**config.mk**
```make
export PLATFORM = sky130hd
export DESIGN_NAME = fpb_fan_status
export DESIGN_NICKNAME = d
export VERILOG_FILES = /design/src/fpb_pkg.sv /design/src/fpb_fan_status.sv
export VERILOG_INCLUDE_DIRS = /design/src
export SDC_FILE = /design/constraint.sdc
export NUM_CORES = 1
export LEC_CHECK = 0
export BUFFER_PORTS_ARGS = -buffer_cell sky130_fd_sc_hd__buf_2
export CAP_MARGIN = 20
export CORE_MARGIN = 2
export CORE_UTILIZATION = 35
export DETAILED_ROUTE_END_ITERATION = 12
export PLACE_DENSITY = 0.61
export SETUP_SLACK_MARGIN = 0.15
export SLEW_MARGIN = 20
export SYNTH_ARGS = -nofsm -noshare
export SYNTH_HDL_FRONTEND = slang
export SYNTH_SLANG_ARGS = --single-unit
```
**constraint.sdc**
```tcl
create_clock -name clk -period 6.15 [get_ports clk]
set_clock_uncertainty 0.05 [all_clocks]
set_input_delay 0.615 -clock clk [delete_from_list [all_inputs] [get_ports clk]]
set_output_delay 0.615 -clock clk [all_outputs]
set_load 0.005 [all_outputs]
```
**src/fpb_consts.svh**
```systemverilog
// Purpose: Offsets, fields, reset values and timing of the fan block
// Assumes: 100 MHz clk, registers at their offsets on a 16-bit port
// Notes:   Definitions only
// Behaviour
// - Two-bit base select picks 26.83, 20.87, 4.82 or 2.41 kHz; resets 00.
// - Each event flag of the status register drives the interrupt only while its interrupt enable bit is set.
// - Bit 5 sets when speed cannot reach target at full drive.
// - Bit 1 sets when spin-up gets no valid reading in its window.
// - Bit 0 sets when the tachometer detects a stalled fan.
// - Reading above valid count means stall and starts spin-up automatically.
// - Shortfall check runs only while drive high byte is ffh.
// - Shortfall when speed at or below target minus band too long.
`ifndef FPB_CONSTS_SVH
`define FPB_CONSTS_SVH

`define FPB_OFF_VALID_CNT 8'h09
`define FPB_OFF_FAIL_BAND 8'h0a
`define FPB_OFF_TARGET    8'h0c
`define FPB_OFF_BASE      8'h10
`define FPB_OFF_STATUS    8'h11
`define FPB_OFF_CONFIG    8'h12
`define FPB_OFF_IRQ_EN    8'h13
`define FPB_OFF_CLEAR     8'h14

`define FPB_BIT_STALL     0
`define FPB_BIT_SPIN      1
`define FPB_BIT_DRV_FAIL  5
`define FPB_STATUS_MASK   8'h23

`define FPB_RST_BASE      2'h0
`define FPB_RST_VALID_CNT 8'hf5
`define FPB_RST_FAIL_BAND 13'h0000
`define FPB_RST_TARGET    13'h1fff
`define FPB_RST_CONFIG    2'h0
`define FPB_FULL_DRIVE    8'hff

`define FPB_CLK_HZ        100000000
`define FPB_FREQ0_HZ      26830
`define FPB_FREQ1_HZ      20870
`define FPB_FREQ2_HZ      4820
`define FPB_FREQ3_HZ      2410
`define FPB_SPIN_WINDOW_MS 500
`define FPB_SPIN_CYCLES   (`FPB_SPIN_WINDOW_MS * (`FPB_CLK_HZ / 1000))
`define FPB_FAIL_MIN_SAMPLES 16

`endif

```
**src/fpb_pkg.sv**
```systemverilog
// Purpose: Types shared by the fan base and status block
// Assumes: Constants come from fpb_consts.svh
// Notes:   Types only
package fpb_pkg;

    typedef struct packed {
        logic [7:0]  addr;
        logic [15:0] wdata;
        logic        wr;
        logic        rd;
    } fpb_req_t;

    typedef struct packed {
        logic [12:0] reading;
        logic        valid;
    } fpb_tach_t;

    typedef enum logic [0:0] {
        FPB_RUN,
        FPB_SPIN_UP
    } fpb_state_t;

endpackage

```
**src/fpb_fan_status.sv**
```systemverilog
// Purpose: PWM base range select and sticky fan event flags with interrupt
// Assumes: Tach samples and drive setting come from logic on clk
// Notes:   One-cycle read latency; writes take effect on the next edge, pwm_period and irq one edge later
`include "fpb_consts.svh"
`timescale 1ns/1ps
`default_nettype none

module fpb_fan_status
    import fpb_pkg::*;
#(
    parameter int unsigned SPIN_CYCLES = `FPB_SPIN_CYCLES
) (
    // Clock and reset
    input  wire logic        clk,
    input  wire logic        srst,

    // Register port
    input  wire fpb_req_t    req,
    output var  logic [15:0] rd_data,

    // Fan unit side
    input  wire fpb_tach_t   tach,
    input  wire logic [7:0]  drive_hi,
    output var  logic [1:0]  pwm_base_sel,
    output var  logic [15:0] pwm_period,
    output var  logic        spin_up_start,

    // Interrupt
    output var  logic        irq
);

    function automatic logic [15:0] base_period(input logic [1:0] sel);
        logic [31:0] hz;
        hz = 32'(`FPB_FREQ0_HZ);
        unique case (sel)
            2'h0: hz = 32'(`FPB_FREQ0_HZ);
            2'h1: hz = 32'(`FPB_FREQ1_HZ);
            2'h2: hz = 32'(`FPB_FREQ2_HZ);
            2'h3: hz = 32'(`FPB_FREQ3_HZ);
        endcase
        return 16'(32'(`FPB_CLK_HZ) / hz);
    endfunction

    function automatic logic wr_hit(input fpb_req_t r,
                                    input logic [7:0] off);
        return r.wr && (r.addr == off);
    endfunction

    logic [7:0]  valid_cnt;
    logic [12:0] fail_band;
    logic [12:0] target;
    logic [1:0]  fail_sel;
    logic [7:0]  status;
    logic [7:0]  irq_en;
    logic [7:0]  event_set;
    logic [7:0]  clear_bits;
    logic [7:0]  next_status;
    logic        stalled;
    logic        shortfall;
    logic [7:0]  fail_cnt;
    logic [7:0]  fail_limit;
    logic [31:0] spin_cnt;
    logic        spin_fail;
    logic        drv_fail;
    fpb_state_t  state;

    // Base range select
    always_ff @(posedge clk) begin
        if (srst) begin
            pwm_base_sel <= `FPB_RST_BASE;
        end else if (wr_hit(req, `FPB_OFF_BASE)) begin
            pwm_base_sel <= req.wdata[1:0];
        end
    end

    // Period follows the select one cycle later
    always_ff @(posedge clk) begin
        if (srst) begin
            pwm_period <= base_period(`FPB_RST_BASE);
        end else begin
            pwm_period <= base_period(pwm_base_sel);
        end
    end

    // Detection thresholds and interrupt enable
    always_ff @(posedge clk) begin
        if (srst) begin
            valid_cnt <= `FPB_RST_VALID_CNT;
            fail_band <= `FPB_RST_FAIL_BAND;
            target    <= `FPB_RST_TARGET;
            fail_sel  <= `FPB_RST_CONFIG;
            irq_en    <= 8'h00;
        end else begin
            if (wr_hit(req, `FPB_OFF_VALID_CNT)) begin
                valid_cnt <= req.wdata[7:0];
            end
            if (wr_hit(req, `FPB_OFF_FAIL_BAND)) begin
                fail_band <= req.wdata[15:3];
            end
            if (wr_hit(req, `FPB_OFF_TARGET)) begin
                target <= req.wdata[15:3];
            end
            if (wr_hit(req, `FPB_OFF_CONFIG)) begin
                fail_sel <= req.wdata[1:0];
            end
            if (wr_hit(req, `FPB_OFF_IRQ_EN)) begin
                irq_en <= req.wdata[7:0] & `FPB_STATUS_MASK;
            end
        end
    end

    // Valid count covers the top eight bits of the reading
    assign stalled = tach.valid && (tach.reading[12:5] > valid_cnt);

    // Larger count means slower fan, so target minus band is target plus band
    assign shortfall = ({1'b0, tach.reading} >=
                        ({1'b0, target} + {1'b0, fail_band}));

    assign fail_limit = 8'(`FPB_FAIL_MIN_SAMPLES) << fail_sel;

    // Shortfall persistence counted in tach samples
    always_ff @(posedge clk) begin
        if (srst) begin
            fail_cnt <= 8'h00;
            drv_fail <= 1'b0;
        end else begin
            drv_fail <= 1'b0;
            if (drive_hi != `FPB_FULL_DRIVE) begin
                fail_cnt <= 8'h00;
            end else if (tach.valid) begin
                if (!shortfall) begin
                    fail_cnt <= 8'h00;
                end else if (fail_cnt >= fail_limit) begin
                    drv_fail <= 1'b1;
                    fail_cnt <= 8'h00;
                end else begin
                    fail_cnt <= fail_cnt + 8'h01;
                end
            end
        end
    end

    // Spin-up supervision; a stall during spin-up does not restart it
    always_ff @(posedge clk) begin
        if (srst) begin
            state         <= FPB_RUN;
            spin_cnt      <= 32'h0;
            spin_up_start <= 1'b0;
            spin_fail     <= 1'b0;
        end else begin
            spin_up_start <= 1'b0;
            spin_fail     <= 1'b0;
            unique case (state)
                FPB_RUN: begin
                    spin_cnt <= 32'h0;
                    if (stalled) begin
                        state         <= FPB_SPIN_UP;
                        spin_up_start <= 1'b1;
                    end
                end
                FPB_SPIN_UP: begin
                    spin_cnt <= spin_cnt + 32'h1;
                    if (tach.valid && !stalled) begin
                        state <= FPB_RUN;
                    end else if (spin_cnt >= SPIN_CYCLES - 1) begin
                        state     <= FPB_RUN;
                        spin_fail <= 1'b1;
                    end
                end
            endcase
        end
    end

    always_comb begin
        event_set = 8'h00;
        event_set[`FPB_BIT_STALL]    = stalled;
        event_set[`FPB_BIT_SPIN]     = spin_fail;
        event_set[`FPB_BIT_DRV_FAIL] = drv_fail;
    end

    // Either the status offset or the clear offset clears by writing ones
    always_comb begin
        clear_bits = 8'h00;
        if (wr_hit(req, `FPB_OFF_STATUS) || wr_hit(req, `FPB_OFF_CLEAR)) begin
            clear_bits = req.wdata[7:0];
        end
        next_status = ((status & ~clear_bits) | event_set) &
                      `FPB_STATUS_MASK;
    end

    always_ff @(posedge clk) begin
        if (srst) begin
            status <= 8'h00;
        end else begin
            status <= next_status;
        end
    end

    // Registered, so it lags the flag by one cycle
    always_ff @(posedge clk) begin
        if (srst) begin
            irq <= 1'b0;
        end else begin
            irq <= |(status & irq_en);
        end
    end

    // Read port; unmapped and write-only offsets read zero
    always_ff @(posedge clk) begin
        if (srst) begin
            rd_data <= 16'h0000;
        end else if (req.rd) begin
            unique case (req.addr)
                `FPB_OFF_VALID_CNT: rd_data <= {8'h00, valid_cnt};
                `FPB_OFF_FAIL_BAND: rd_data <= {fail_band, 3'h0};
                `FPB_OFF_TARGET:    rd_data <= {target, 3'h0};
                `FPB_OFF_BASE:      rd_data <= {14'h0000, pwm_base_sel};
                `FPB_OFF_STATUS:    rd_data <= {8'h00, status};
                `FPB_OFF_CONFIG:    rd_data <= {14'h0000, fail_sel};
                `FPB_OFF_IRQ_EN:    rd_data <= {8'h00, irq_en};
                default:            rd_data <= 16'h0000;
            endcase
        end else begin
            rd_data <= 16'h0000;
        end
    end

endmodule

`default_nettype wire

```
# Word level (Yosys, flattened, before mapping)
# Cells that the tools add are included.
# word_totals
ramBits	0
rom_bits	0
register_bits	121
wordCells	77
n_memories	0
latchBits	0
# op_classes
eq_ne	12
shifts	1
n_div	1
n_mux	13
n_addsub	3
reduce_logical	19
n_mul	0
bitwise	8
magnitude_cmp	4
# ops
operator	n
32-bit case mux with 4 select lines	1
16-bit case mux with 7 select lines	1
32-bit case mux with 2 select lines	1
8-bit by 5-bit == test with 1-bit output, second input constant	5
32-bit by 1-bit adder with 32-bit output, second input constant	1
27-bit by 32-bit divider with 32-bit output, first input constant	1
32-bit by 26-bit >= comparator with 1-bit output, second input constant	1
32-bit two-way mux	1
8-bit by 4-bit == test with 1-bit output, second input constant	3
8-bit two-way mux	2
13-bit by 13-bit adder with 14-bit output	1
13-bit by 14-bit >= comparator with 1-bit output	1
6-bit bitwise AND	2
1-bit logical AND	10
8-bit by 1-bit adder with 8-bit output, second input constant	1
8-bit >= comparator	1
8-bit > comparator	1
8-bit inequality test, second input constant	1
8-bit OR reduction	1
5-bit by 2-bit << shifter with 8-bit output, first input constant	1
6-bit two-way mux	1
6-bit inverter	1
6-bit bitwise OR	1
2-bit OR reduction	3
other kinds (10)	18

# Longest topological paths before layout
# Gate-level depths: netlist of run 1.
# logic_depth
ltp_word	7
ltp_mapped	31
mapped_depth_nobuf	30

# Least setup slack after synthesis of run 1
# OpenSTA, ideal clock, no wires.
# synth_path
path_kind	register to register
startpoint	register pwm_base_sel[0]
endpoint	register pwm_period[4]
path_buffers	2
t_required_ns	5.982
path_stages_with_launch	32
arrival_ns	6.334
path_slack_ns	-0.352
synth_period_minus_slack_ns	6.502
path_cell_list	dfxtp_1 ha_1 clkbuf_1 inv_1 ha_1 clkbuf_2 and4b_4 o31a_1 nand2_1 a32o_2 nand2_2 o32a_1 o22a_1 nor4b_4 a311oi_4 o21ai_0 o31ai_1 ha_1 nor2_1 o21ai_0 a21oi_1 a21oi_1 ha_1 a311oi_2 nand3_2 o21bai_1 nand2_1 o211a_1 or3_1 mux2i_1 a21oi_1 o2bb2ai_1
# synth_via
elab_chain_len	4
elab_cells_between_ends	7
classes_between	1 x div; 3 x eq/ne; 2 x mux; 1 x reduce/logical
# synth_lines
item	line	text
start, declared	fpb_fan_status.sv:24	output var logic [1:0] pwm_base_sel,
start signal, assigned	fpb_fan_status.sv:70	pwm_base_sel <= `FPB_RST_BASE;
start signal, assigned	fpb_fan_status.sv:72	pwm_base_sel <= req.wdata[1:0];
2-bit == test (tied with other cells)	fpb_fan_status.sv:35	unique case (sel)
32-bit case mux with 4 select lines (*)	fpb_fan_status.sv:35	
32-bit two-way mux (*)	fpb_fan_status.sv:78	if (srst) begin
27-bit by 32-bit divider with 32-bit output (*)	fpb_fan_status.sv:41	return 16'(32'(`FPB_CLK_HZ) / hz);
end signal, assigned	fpb_fan_status.sv:79	pwm_period <= base_period(`FPB_RST_BASE);
end signal, assigned	fpb_fan_status.sv:81	pwm_period <= base_period(pwm_base_sel);
end, declared	fpb_fan_status.sv:25	output var logic [15:0] pwm_period,
# Every way passes the cells marked *; elsewhere a longest branch is shown, timed or not. The select of a mux whose other input is x is not followed.
# A chain may end at the register's enable or synchronous reset.

# Final worst setup path of run 1
# Ends and elaborated chain as after synthesis.

==> results of run 1 <==
==> routing by layer <==
| layer | vias to the layer above | track usage [%] | wire [um] |
|---|---|---|---|
| li1 | 3687 | - | - |
| met5 | - | 0 | 0 |
| met2 | 214 | 29.0 | 9870 |
| met1 | 3427 | 24.1 | 9800 |
| met3 | 27 | 3.47 | 1220 |
| met4 | 0 | 6.44 | 335 |
==> final timing paths <==
| kind | depth (start not counted) | slack, ns | startpoint | endpoint |
|---|---|---|---|---|
| worst min register to register | 2 | 0.40 | drv_fail | status[5] |
| worst min-delay path | 3 | 0.37 | req[13] | target[8] |
| worst max register to register | 27 | 0.09 | pwm_base_sel[0] | pwm_period[4] |
| worst max-delay path | 27 | 0.09 | pwm_base_sel[0] | pwm_period[4] |
==> cell usage after synthesis, drive strengths merged (16+ instances only) <==
cell type and number:
nor2 91, clkbuf 31, nand2 125, xor2 17, dfxtp 117, nor3 16
a21oi 87, nand3 24, ha 67, nand3b 22, o21ai 44, inv 39
xnor2 16, or3 16, and3 17
==> critical path, cell delays in order (launching register included) <==
cell	delay [ns]
dfxtp_4	0.40
clkinvlp_4	0.15
ha_4	0.22
buf_6	0.13
nor2_4	0.18
o21ai_2	0.10
o31a_1	0.37
buf_6	0.15
o31a_1	0.32
a31o_4	0.26
a31oi_4	0.21
o22a_1	0.25
nor4b_4	0.07
a311oi_4	0.28
o21ai_1	0.09
o31ai_1	0.09
ha_2	0.34
nand2_2	0.11
nor2_4	0.06
o41a_1	0.37
nor4b_4	0.38
nor2_4	0.09
mux2i_4	0.22
o211a_1	0.26
or3_1	0.39
mux2i_1	0.17
a21oi_1	0.09
o2bb2ai_1	0.16
==> cells in the final DEF, fill, tap and decap left out, drive strengths merged, types with 8 or more instances in the layout <==
master and instances:
a21o 14, a21oi 87, a222oi 8, a22oi 11
and3 17, buf 149, clkbuf 17, dfxtp 117
ha 67, inv 46, mux2i 9, nand2 125
nand2b 12, nand3 24, nand3b 22, nand4 11
nor2 91, nor2b 12, nor3 16, nor3b 12
o21a 8, o21ai 44, o21bai 9, or2 8
or3 16, xnor2 16, xor2 17
==> cell families (layout without fill, tap and decap cells) <==
family,count (synthesis),in the layout,synth area share [%]
compound gates,248,248,22.3
xor+xnor,33,33,3.79
fa+ha+maj,68,68,11.3
buf+inv,80,221,4.20
flops,117,117,30.7
mux,11,11,1.53
other cells,0,3,0
simple gates,391,391,26.2
==> cell type report <==
type	instances	area, um^2
diodes	3	7.51
clock buffers	17	425
clock inverters	15	183
fillers	2080	11400
inverters	40	154
multi-input cells	751	5410
flip-flops and latches	117	2350
well taps	275	344
repair buffers	149	950
==> flip-flops by register name, summed over array words and instances (netlist names) <==
register,cells
rd_data,16
pwm_period,12
drv_fail,1
irq_en,3
spin_cnt,32
fail_sel,2
spin_fail,1
status,3
spin_up_start,1
valid_cnt,8
fail_cnt,8
state,1
target,13
irq,1
pwm_base_sel,2
fail_band,13
==> repair_timing <==
item,CTS,global route
gates cloned,0,0
buffers inserted,7,24
endpoints found under the setup margin,2,2
pin swaps,15,23
endpoints found under the hold margin,0,0
resized for setup,28,49
==> power by group <==
| part | switching (mW) | internal, mW | total [mW] |
|---|---|---|---|
| clock | 0.409 | 0.615 | 1.02 |
| combinational | 0.0364 | 0.0277 | 0.0640 |
| sequential | 0.00119 | 0.759 | 0.760 |
==> stage by stage <==
| stage | util (%) | cell area (um^2) |
|---|---|---|
| after global routing | 46.2 | 9810 |
| final | 46.3 | 9820 |
| after global placement | 40.2 | 8530 |
| after floorplan | - | 7670 |
| after CTS | 44.0 | 9340 |
| after detailed placement | 40.2 | 8530 |
==> flow_summary_export.csv, run 1 <==
group,metric,value,unit
timing,min_period,6.06,ns
drt,drtIter0Drc,533,
synthesis,synth_area_per_cell,8.04,um^2
die,dieArea,23000,um^2
clock_tree,clk_pin_slew,0.07,ns
clock_tree,numCtsBuffers,17,
timing,tightestPinTransition,0.776,ns
synthesis,synth-seq-area-share,30.7,%
cells_and_area,syn_to_final_growth,28.8,%
drt,antenna_left,0,
clock_tree,htree_levels,4,
synthesis,yosys.area.top_type,"dfxtp_1",
timing,slew_headroom,47.8,%
place,dp_hpwl,15.1,mm
setup_path,cp-start-kind,"flip-flop",
die,pin_count,86,
cells_and_area,fin_nets,1194,
timing,fmax,0.165,GHz
drt,routedWlPerCell,15.5,um
clock_tree,clk_latency,0.41,ns
setup_path,crit_required,6.43,ns
place,place_inst,1301,
pwr,peakVddDrop,0.183,mV
place,gp_congestion,0.891,
global_routing,grt_pass1_vias,6749,
global_routing,grt_pass1_wl,33.2,mm
die,rows,53,
timing,rsz0062_at_grt,"true",
place,port_buffers,85,
die,die_h,152,um
pwr,finalPower,1.85,mW
drt,vias,7355,
drt,drc,0,
synthesis,syn_nets,1066,
clock_tree,postCtsHoldBufs,0,
synthesis,yosysUniqueCellTypes,89,
timing,fin_crit_sh,98.5,%
synthesis,synth.top_cell.area_share,30.7,%
timing,timing.final.ws_setup,0.0898,ns
place,place_ws,-0.0656,ns
clock_tree,clk_path_buf_depth,2,
global_routing,antenna_found_initial,3,
synthesis,syn-cell-area,7620,um^2
timing,whs,0.375,ns
timing,hold_viol,0,
setup_path,critPathKind,"reg -> reg",
timing,slew_viol_final,0,
clock_tree,cts_root_buffer,"clkbuf_16",
drt,dr.pass1.iters,5,
synthesis,async_reset_ff_share,0,%
pwr,power_density,188,nW/um^2
synthesis,yosys_register_bits,117,
synthesis,synth_edf_count,0,
clock_tree,cts.sinks,117,
timing,fin_tns_setup,0,ns
hold_path,hold_class,"in -> reg",
setup_path,cp_max_fo,6,
die,dieWidth,152,um
synthesis,synth_area_leaders,"dfxtp_1 31%, ha_1 11%, nand2_1 6.1%, a21oi_1 5.6%, nor2_1 4.4%",
global_routing,grt_start_max_net_pins,61,
drt,routed_wl,21.2,mm
die,core-area,21200,um^2
setup_path,end_kind,"flip-flop",
global_routing,grt-ovfl-total,0,
global_routing,grt_util_all_layers,18.0,%
synthesis,yosysWarnings,0,
timing,finalSetupViolCount,0,
drt,via_per_inst,5.38,
synthesis,yosys_most_used_dff,"dfxtp_1",
cells_and_area,drive_gt1_share,24.6,%
status,outcome,"complete, no violations",
clock_tree,cts_tree,"yes",
die,start_util,35.9,%
pwr,p_leak,3.95,nW
setup_path,critPathArrivalTime,6.35,ns
synthesis,synthCells,948,
cells_and_area,final_cells,1367,
flow_run,maxCapViolations,0,
Note: power is estimated with default switching activity, not from simulation.
==> run 2: changes to the inputs <==
CORE_MARGIN = 3   (was 2)
==> flow_summary_export.csv, run 2 (synthesis results as in run 1) <==
group,metric,value,unit
clock_tree,postCtsHoldBufs,0,
pwr,swShare,24.3,%
cells_and_area,final_cells,1359,
timing,fin_crit_sh,96.7,%
global_routing,grt_util_all_layers,17.3,%
global_routing,antenna_found_initial,2,
cells_and_area,regMostFlops,"spin_cnt",
cells_and_area,finish.utilization,45.7,%
pwr,finalPower,1.84,mW
setup_path,crit_required,6.40,ns
setup_path,critPathLaunch,"pwm_base_sel[1]",
timing,tightestPinTransition,0.868,ns
cells_and_area,syn_to_final_growth,27.1,%
place,gp_congestion,0.889,
pwr,intPower,1.40,mW
drt,dr.pass1.iters,8,
timing,timing.final.ws_setup,0.201,ns
setup_path,end_kind,"flip-flop",
clock_tree,cts_tree,"yes",
pwr,p_seq_share,41.2,%
timing,fin_tns_setup,0,ns
drt,drc,0,
place,dp_hpwl,15.1,mm
cells_and_area,reg.largest.list,"spin_cnt: 32 flops, rd_data: 16 flops",
global_routing,met2_usage,27.0,%
clock_tree,cts.sinks,117,
global_routing,grt_pass1_wl,34.1,mm
setup_path,critPathKind,"reg -> reg",
pwr,switchingPower,448,uW
die,rows,53,
place,place_ws,-0.0557,ns
global_routing,grt_pass1_vias,6844,
drt,via_per_inst,5.39,
drt,routed_wl,21.2,mm
place,place_inst,1305,
cells_and_area,final_cell_mix,"121 x nand2_1, 115 x dfxtp_1, 86 x nor2_1",
timing,whs,0.368,ns
pwr,pwr-share-clk,55.3,%
global_routing,use_met3,3.63,%
global_routing,grt_start_max_net_pins,61,
die,core-area,21200,um^2
timing,slew_headroom,41.5,%
clock_tree,clk_latency,0.43,ns
drt,antenna_left,0,
timing,finalSetupViolCount,0,
timing,slew_viol_final,0,
drt,vias,7328,
clock_tree,clk_path_buf_depth,2,
drt,drtIter0Drc,448,
setup_path,reg2reg_from,"pwm_base_sel[1]",
global_routing,grt-ovfl-total,0,
flow_run,maxCapViolations,0,
hold_path,worstHoldStart,"req[11]",
clock_tree,cts_root_buffer,"clkbuf_16",
pwr,power_density,190,nW/um^2
timing,rsz0062_at_grt,"true",
cells_and_area,layout_commonest_cell,"nand2_1",
pwr,p_leak,3.87,nW
drt,routedWlPerCell,15.6,um
global_routing,grt_util_met1,23.9,%
timing,fmax,0.168,GHz
cells_and_area,drive_gt1_share,24.2,%
cells_and_area,fin_nets,1187,
place,placedInstanceArea,8560,um^2
die,dieWidth,154,um
die,pin_count,86,
timing,hold_viol,0,
die,dieArea,23600,um^2
clock_tree,numCtsBuffers,17,
cells_and_area,fin_area,9690,um^2
status,outcome,"complete, no violations",
setup_path,cp_max_fo,6,
timing,min_period,5.95,ns
cells_and_area,largest_reg_flops,32,
place,port_buffers,85,
global_routing,gr-max-usage-layer,"met2",
setup_path,cp-start-kind,"flip-flop",
clock_tree,clk_pin_slew,0.07,ns
hold_path,hold_class,"in -> reg",
setup_path,critPathArrivalTime,6.20,ns
pwr,pwr-share-comb,3.5,%
die,die_h,154,um
clock_tree,htree_levels,4,
die,start_util,35.9,%
pwr,peakVddDrop,0.210,mV
run 2: changes by cell type in the layout (fill, tap and decap cells not counted), moves of 2 or more:
cell	change
ha_4	+2
clkinvlp_4	+2
buf_12	-2
a21oi_2	+2
clkinv_4	-4
inv_6	+2
buf_6	-4
inv_8	-2
run 2: critical path, stage by stage (launching register included):
cell and delay [ns]:
dfxtp_4 0.40, inv_4 0.05, buf_4 0.15, ha_2 0.19
ha_4 0.30, o31ai_2 0.08, o31a_1 0.33, buf_4 0.17
o31a_1 0.31, a31o_4 0.28, a31oi_4 0.23, o22a_1 0.22
nor4b_4 0.07, a311oi_4 0.22, o21ai_1 0.10, o31ai_2 0.08
ha_2 0.33, nand2_2 0.10, nor2_4 0.06, o41a_1 0.46
nor4b_4 0.36, nor2_4 0.09, mux2i_4 0.22, o211a_1 0.30
or3_4 0.34, mux2i_1 0.13, a21oi_1 0.13, o2bb2ai_1 0.07
run 2: path summary, 6_finish.rpt:
path | to | cells after the start | slack [ns]
min | target[6] | 3 | 0.37
min reg2reg | status[5] | 2 | 0.39
max | pwm_period[4] | 27 | 0.20
max reg2reg | pwm_period[4] | 27 | 0.20
run 2: power groups by stage:
stage | Combinational, mW | Clock [mW] | Sequential (mW)
after floorplan | 0.0317 | 0 | 0.777
final | 0.0641 | 1.02 | 0.760
after detailed placement | 0.0631 | 0 | 0.777
after global placement | 0.0628 | 0 | 0.777
after CTS | 0.0637 | 1.04 | 0.760
after global routing | 0.0720 | 1.08 | 0.760
run 2: area by class of cell:
type / count / area [um^2]
fill: 2115 / 11500
multi-input combinational: 751 / 5390
sequential: 117 / 2350
timing repair buffer: 142 / 857
clock buffer: 18 / 429
tap: 275 / 344
clock inverter: 14 / 165
inverter: 40 / 153
antenna: 2 / 5.00
run 2: layer usage:
metal / wire length [um] / part of all wire, %
met4: 438 / 2.1
met2: 9510 / 45
met5: 7 / 0.033
met1: 10200 / 48
met3: 1120 / 5.3
run 2: timing repair:
| item | CTS | global route |
|---|---|---|
| buffers inserted | 5 | 15 |
| resized for setup | 30 | 43 |
| endpoints found under the setup margin | 2 | 2 |
| pin swaps | 17 | 42 |
==> run 3: changes to the inputs <==
CTS_BUF_LIST = sky130_fd_sc_hd__clkbuf_16   (was not set)
CTS_CLUSTER_DIAMETER = 60   (was not set)
==> flow_summary_export.csv, run 3 (synthesis results as in run 1) <==
group,metric,value,unit
status,outcome,"complete, no violations",
clock_tree,postCtsHoldBufs,0,
timing,fin_tns_setup,0,ns
global_routing,grt-ovfl-total,0,
cells_and_area,layout_commonest_cell,"nand2_1",
setup_path,cp_max_fo,6,
cells_and_area,reg.largest.list,"spin_cnt: 32 flops, rd_data: 16 flops",
setup_path,crit_required,6.40,ns
drt,drtIter0Drc,448,
drt,via_per_inst,5.39,
timing,whs,0.365,ns
hold_path,worstHoldStart,"req[11]",
cells_and_area,syn_to_final_growth,27.1,%
timing,finalSetupViolCount,0,
cells_and_area,final_cells,1359,
timing,fmax,0.168,GHz
place,place_inst,1305,
clock_tree,clk_latency,0.43,ns
clock_tree,cts_tree,"yes",
global_routing,grt_start_max_net_pins,61,
timing,rsz0062_at_grt,"true",
setup_path,cpPeakStageDelay,0.46,ns
hold_path,worst_hold_path.endpoint,"target[6]",
place,gp_congestion,0.889,
setup_path,end_kind,"flip-flop",
timing,tightestPinTransition,0.870,ns
clock_tree,cts_root_buffer,"clkbuf_16",
global_routing,grt_util_all_layers,17.3,%
cells_and_area,fin_nets,1187,
hold_path,hold_class,"in -> reg",
setup_path,slowest_stage,"o41a_1",
clock_tree,cts.sinks,117,
hold_path,min_path_cells,3,
die,dieArea,23600,um^2
timing,slew_headroom,41.4,%
clock_tree,numCtsBuffers,17,
drt,antenna_left,0,
die,dieWidth,154,um
drt,routedWlPerCell,15.7,um
timing,fin_crit_sh,96.8,%
pwr,peakVddDrop,0.211,mV
setup_path,cpLargestDelayFamily,"compound AO/OA/AOI/OAI gates",
setup_path,r2r_cells,27,
setup_path,reg2reg_from,"pwm_base_sel[1]",
die,rows,53,
place,dp_hpwl,15.1,mm
die,start_util,35.9,%
drt,drc,0,
flow_run,maxCapViolations,0,
setup_path,cp.buffers_inverters,3,
drt,routed_wl,21.3,mm
cells_and_area,finish.utilization,45.7,%
die,die_h,154,um
drt,dr.pass1.iters,6,
cells_and_area,largest_reg_flops,32,
setup_path,critPathArrivalTime,6.21,ns
clock_tree,clk_pin_slew,0.07,ns
timing,hold_viol,0,
global_routing,grt_pass1_vias,6844,
cells_and_area,fin_area,9690,um^2
place,placedInstanceArea,8560,um^2
cells_and_area,regMostFlops,"spin_cnt",
die,pin_count,86,
global_routing,antenna_found_initial,2,
place,port_buffers,85,
setup_path,cp-start-kind,"flip-flop",
cells_and_area,drive_gt1_share,24.2,%
clock_tree,htree_levels,4,
pwr,p_leak,3.88,nW
pwr,power_density,190,nW/um^2
die,core-area,21200,um^2
timing,slew_viol_final,0,
setup_path,critPathKind,"reg -> reg",
global_routing,grt_pass1_wl,34.1,mm
timing,min_period,5.95,ns
cells_and_area,final_cell_mix,"121 x nand2_1, 115 x dfxtp_1, 86 x nor2_1",
setup_path,r2r_end,"pwm_period[4]",
setup_path,rrSetupSlack,0.20,ns
drt,vias,7323,
clock_tree,clk_path_buf_depth,2,
[run 3: cell types whose count changed in the layout (fill, tap and decap cells not counted)]
cell,change
inv_1,+1
clkbuf_1,-1
[run 3: worst max-delay path by stage]
stage / from / endpoint / slack [ns] / cells past startpoint
global route: pwm_base_sel[0] / pwm_period[4] / -0.05 / 26
floorplan: pwm_base_sel[0] / pwm_period[4] / 0.17 / 31
CTS: pwm_base_sel[1] / pwm_period[4] / 0.16 / 26
finish: pwm_base_sel[1] / pwm_period[4] / 0.20 / 27
detailed placement: pwm_base_sel[0] / pwm_period[4] / -0.06 / 29
global placement: pwm_base_sel[0] / pwm_period[4] / 0.1 / 29
[run 3: per-stage QoR]
| step | setup slack (ns) | power, mW |
|---|---|---|
| after floorplan | 0.170 | 0.809 |
| after global placement | 0.0982 | 0.840 |
| after detailed placement | -0.0557 | 0.840 |
| after CTS | 0.157 | 1.86 |
| after global routing | -0.0461 | 1.91 |
| final | 0.197 | 1.84 |
[run 3: power breakdown]
| group | switching [mW] | internal [mW] |
|---|---|---|
| combinational | 0.0363 | 0.0277 |
| clock | 0.411 | 0.608 |
| sequential | 0.00124 | 0.758 |
[run 3: layer usage]
layer | vias to the layer above | share of wire [%] | GRT usage, %
li1 | 3662 | - | -
met1 | 3418 | 48 | 23.9
met2 | 210 | 45 | 27.0
met3 | 31 | 5.2 | 3.63
met4 | 2 | 2.0 | 5.80
met5 | - | 0.033 | 0
[run 3: layout make-up]
class / count / area (um^2)
flip-flops and latches: 117 / 2350
diodes: 2 / 5.00
clock buffers: 17 / 425
fillers: 2115 / 11500
inverters: 40 / 153
well taps: 275 / 344
repair buffers: 142 / 857
clock inverters: 15 / 169
multi-input cells: 751 / 5390
[run 3: worst min-delay path, stage by stage]
cell and delay, ns:
buf_2 0.09, nand2_1 0.04, nand3b_1 0.06
[run 3: timing repair]
item,in CTS,in global routing
setup endpoints to repair,2,2
pin swaps,17,42
setup buffers,5,15
resized for setup,30,43
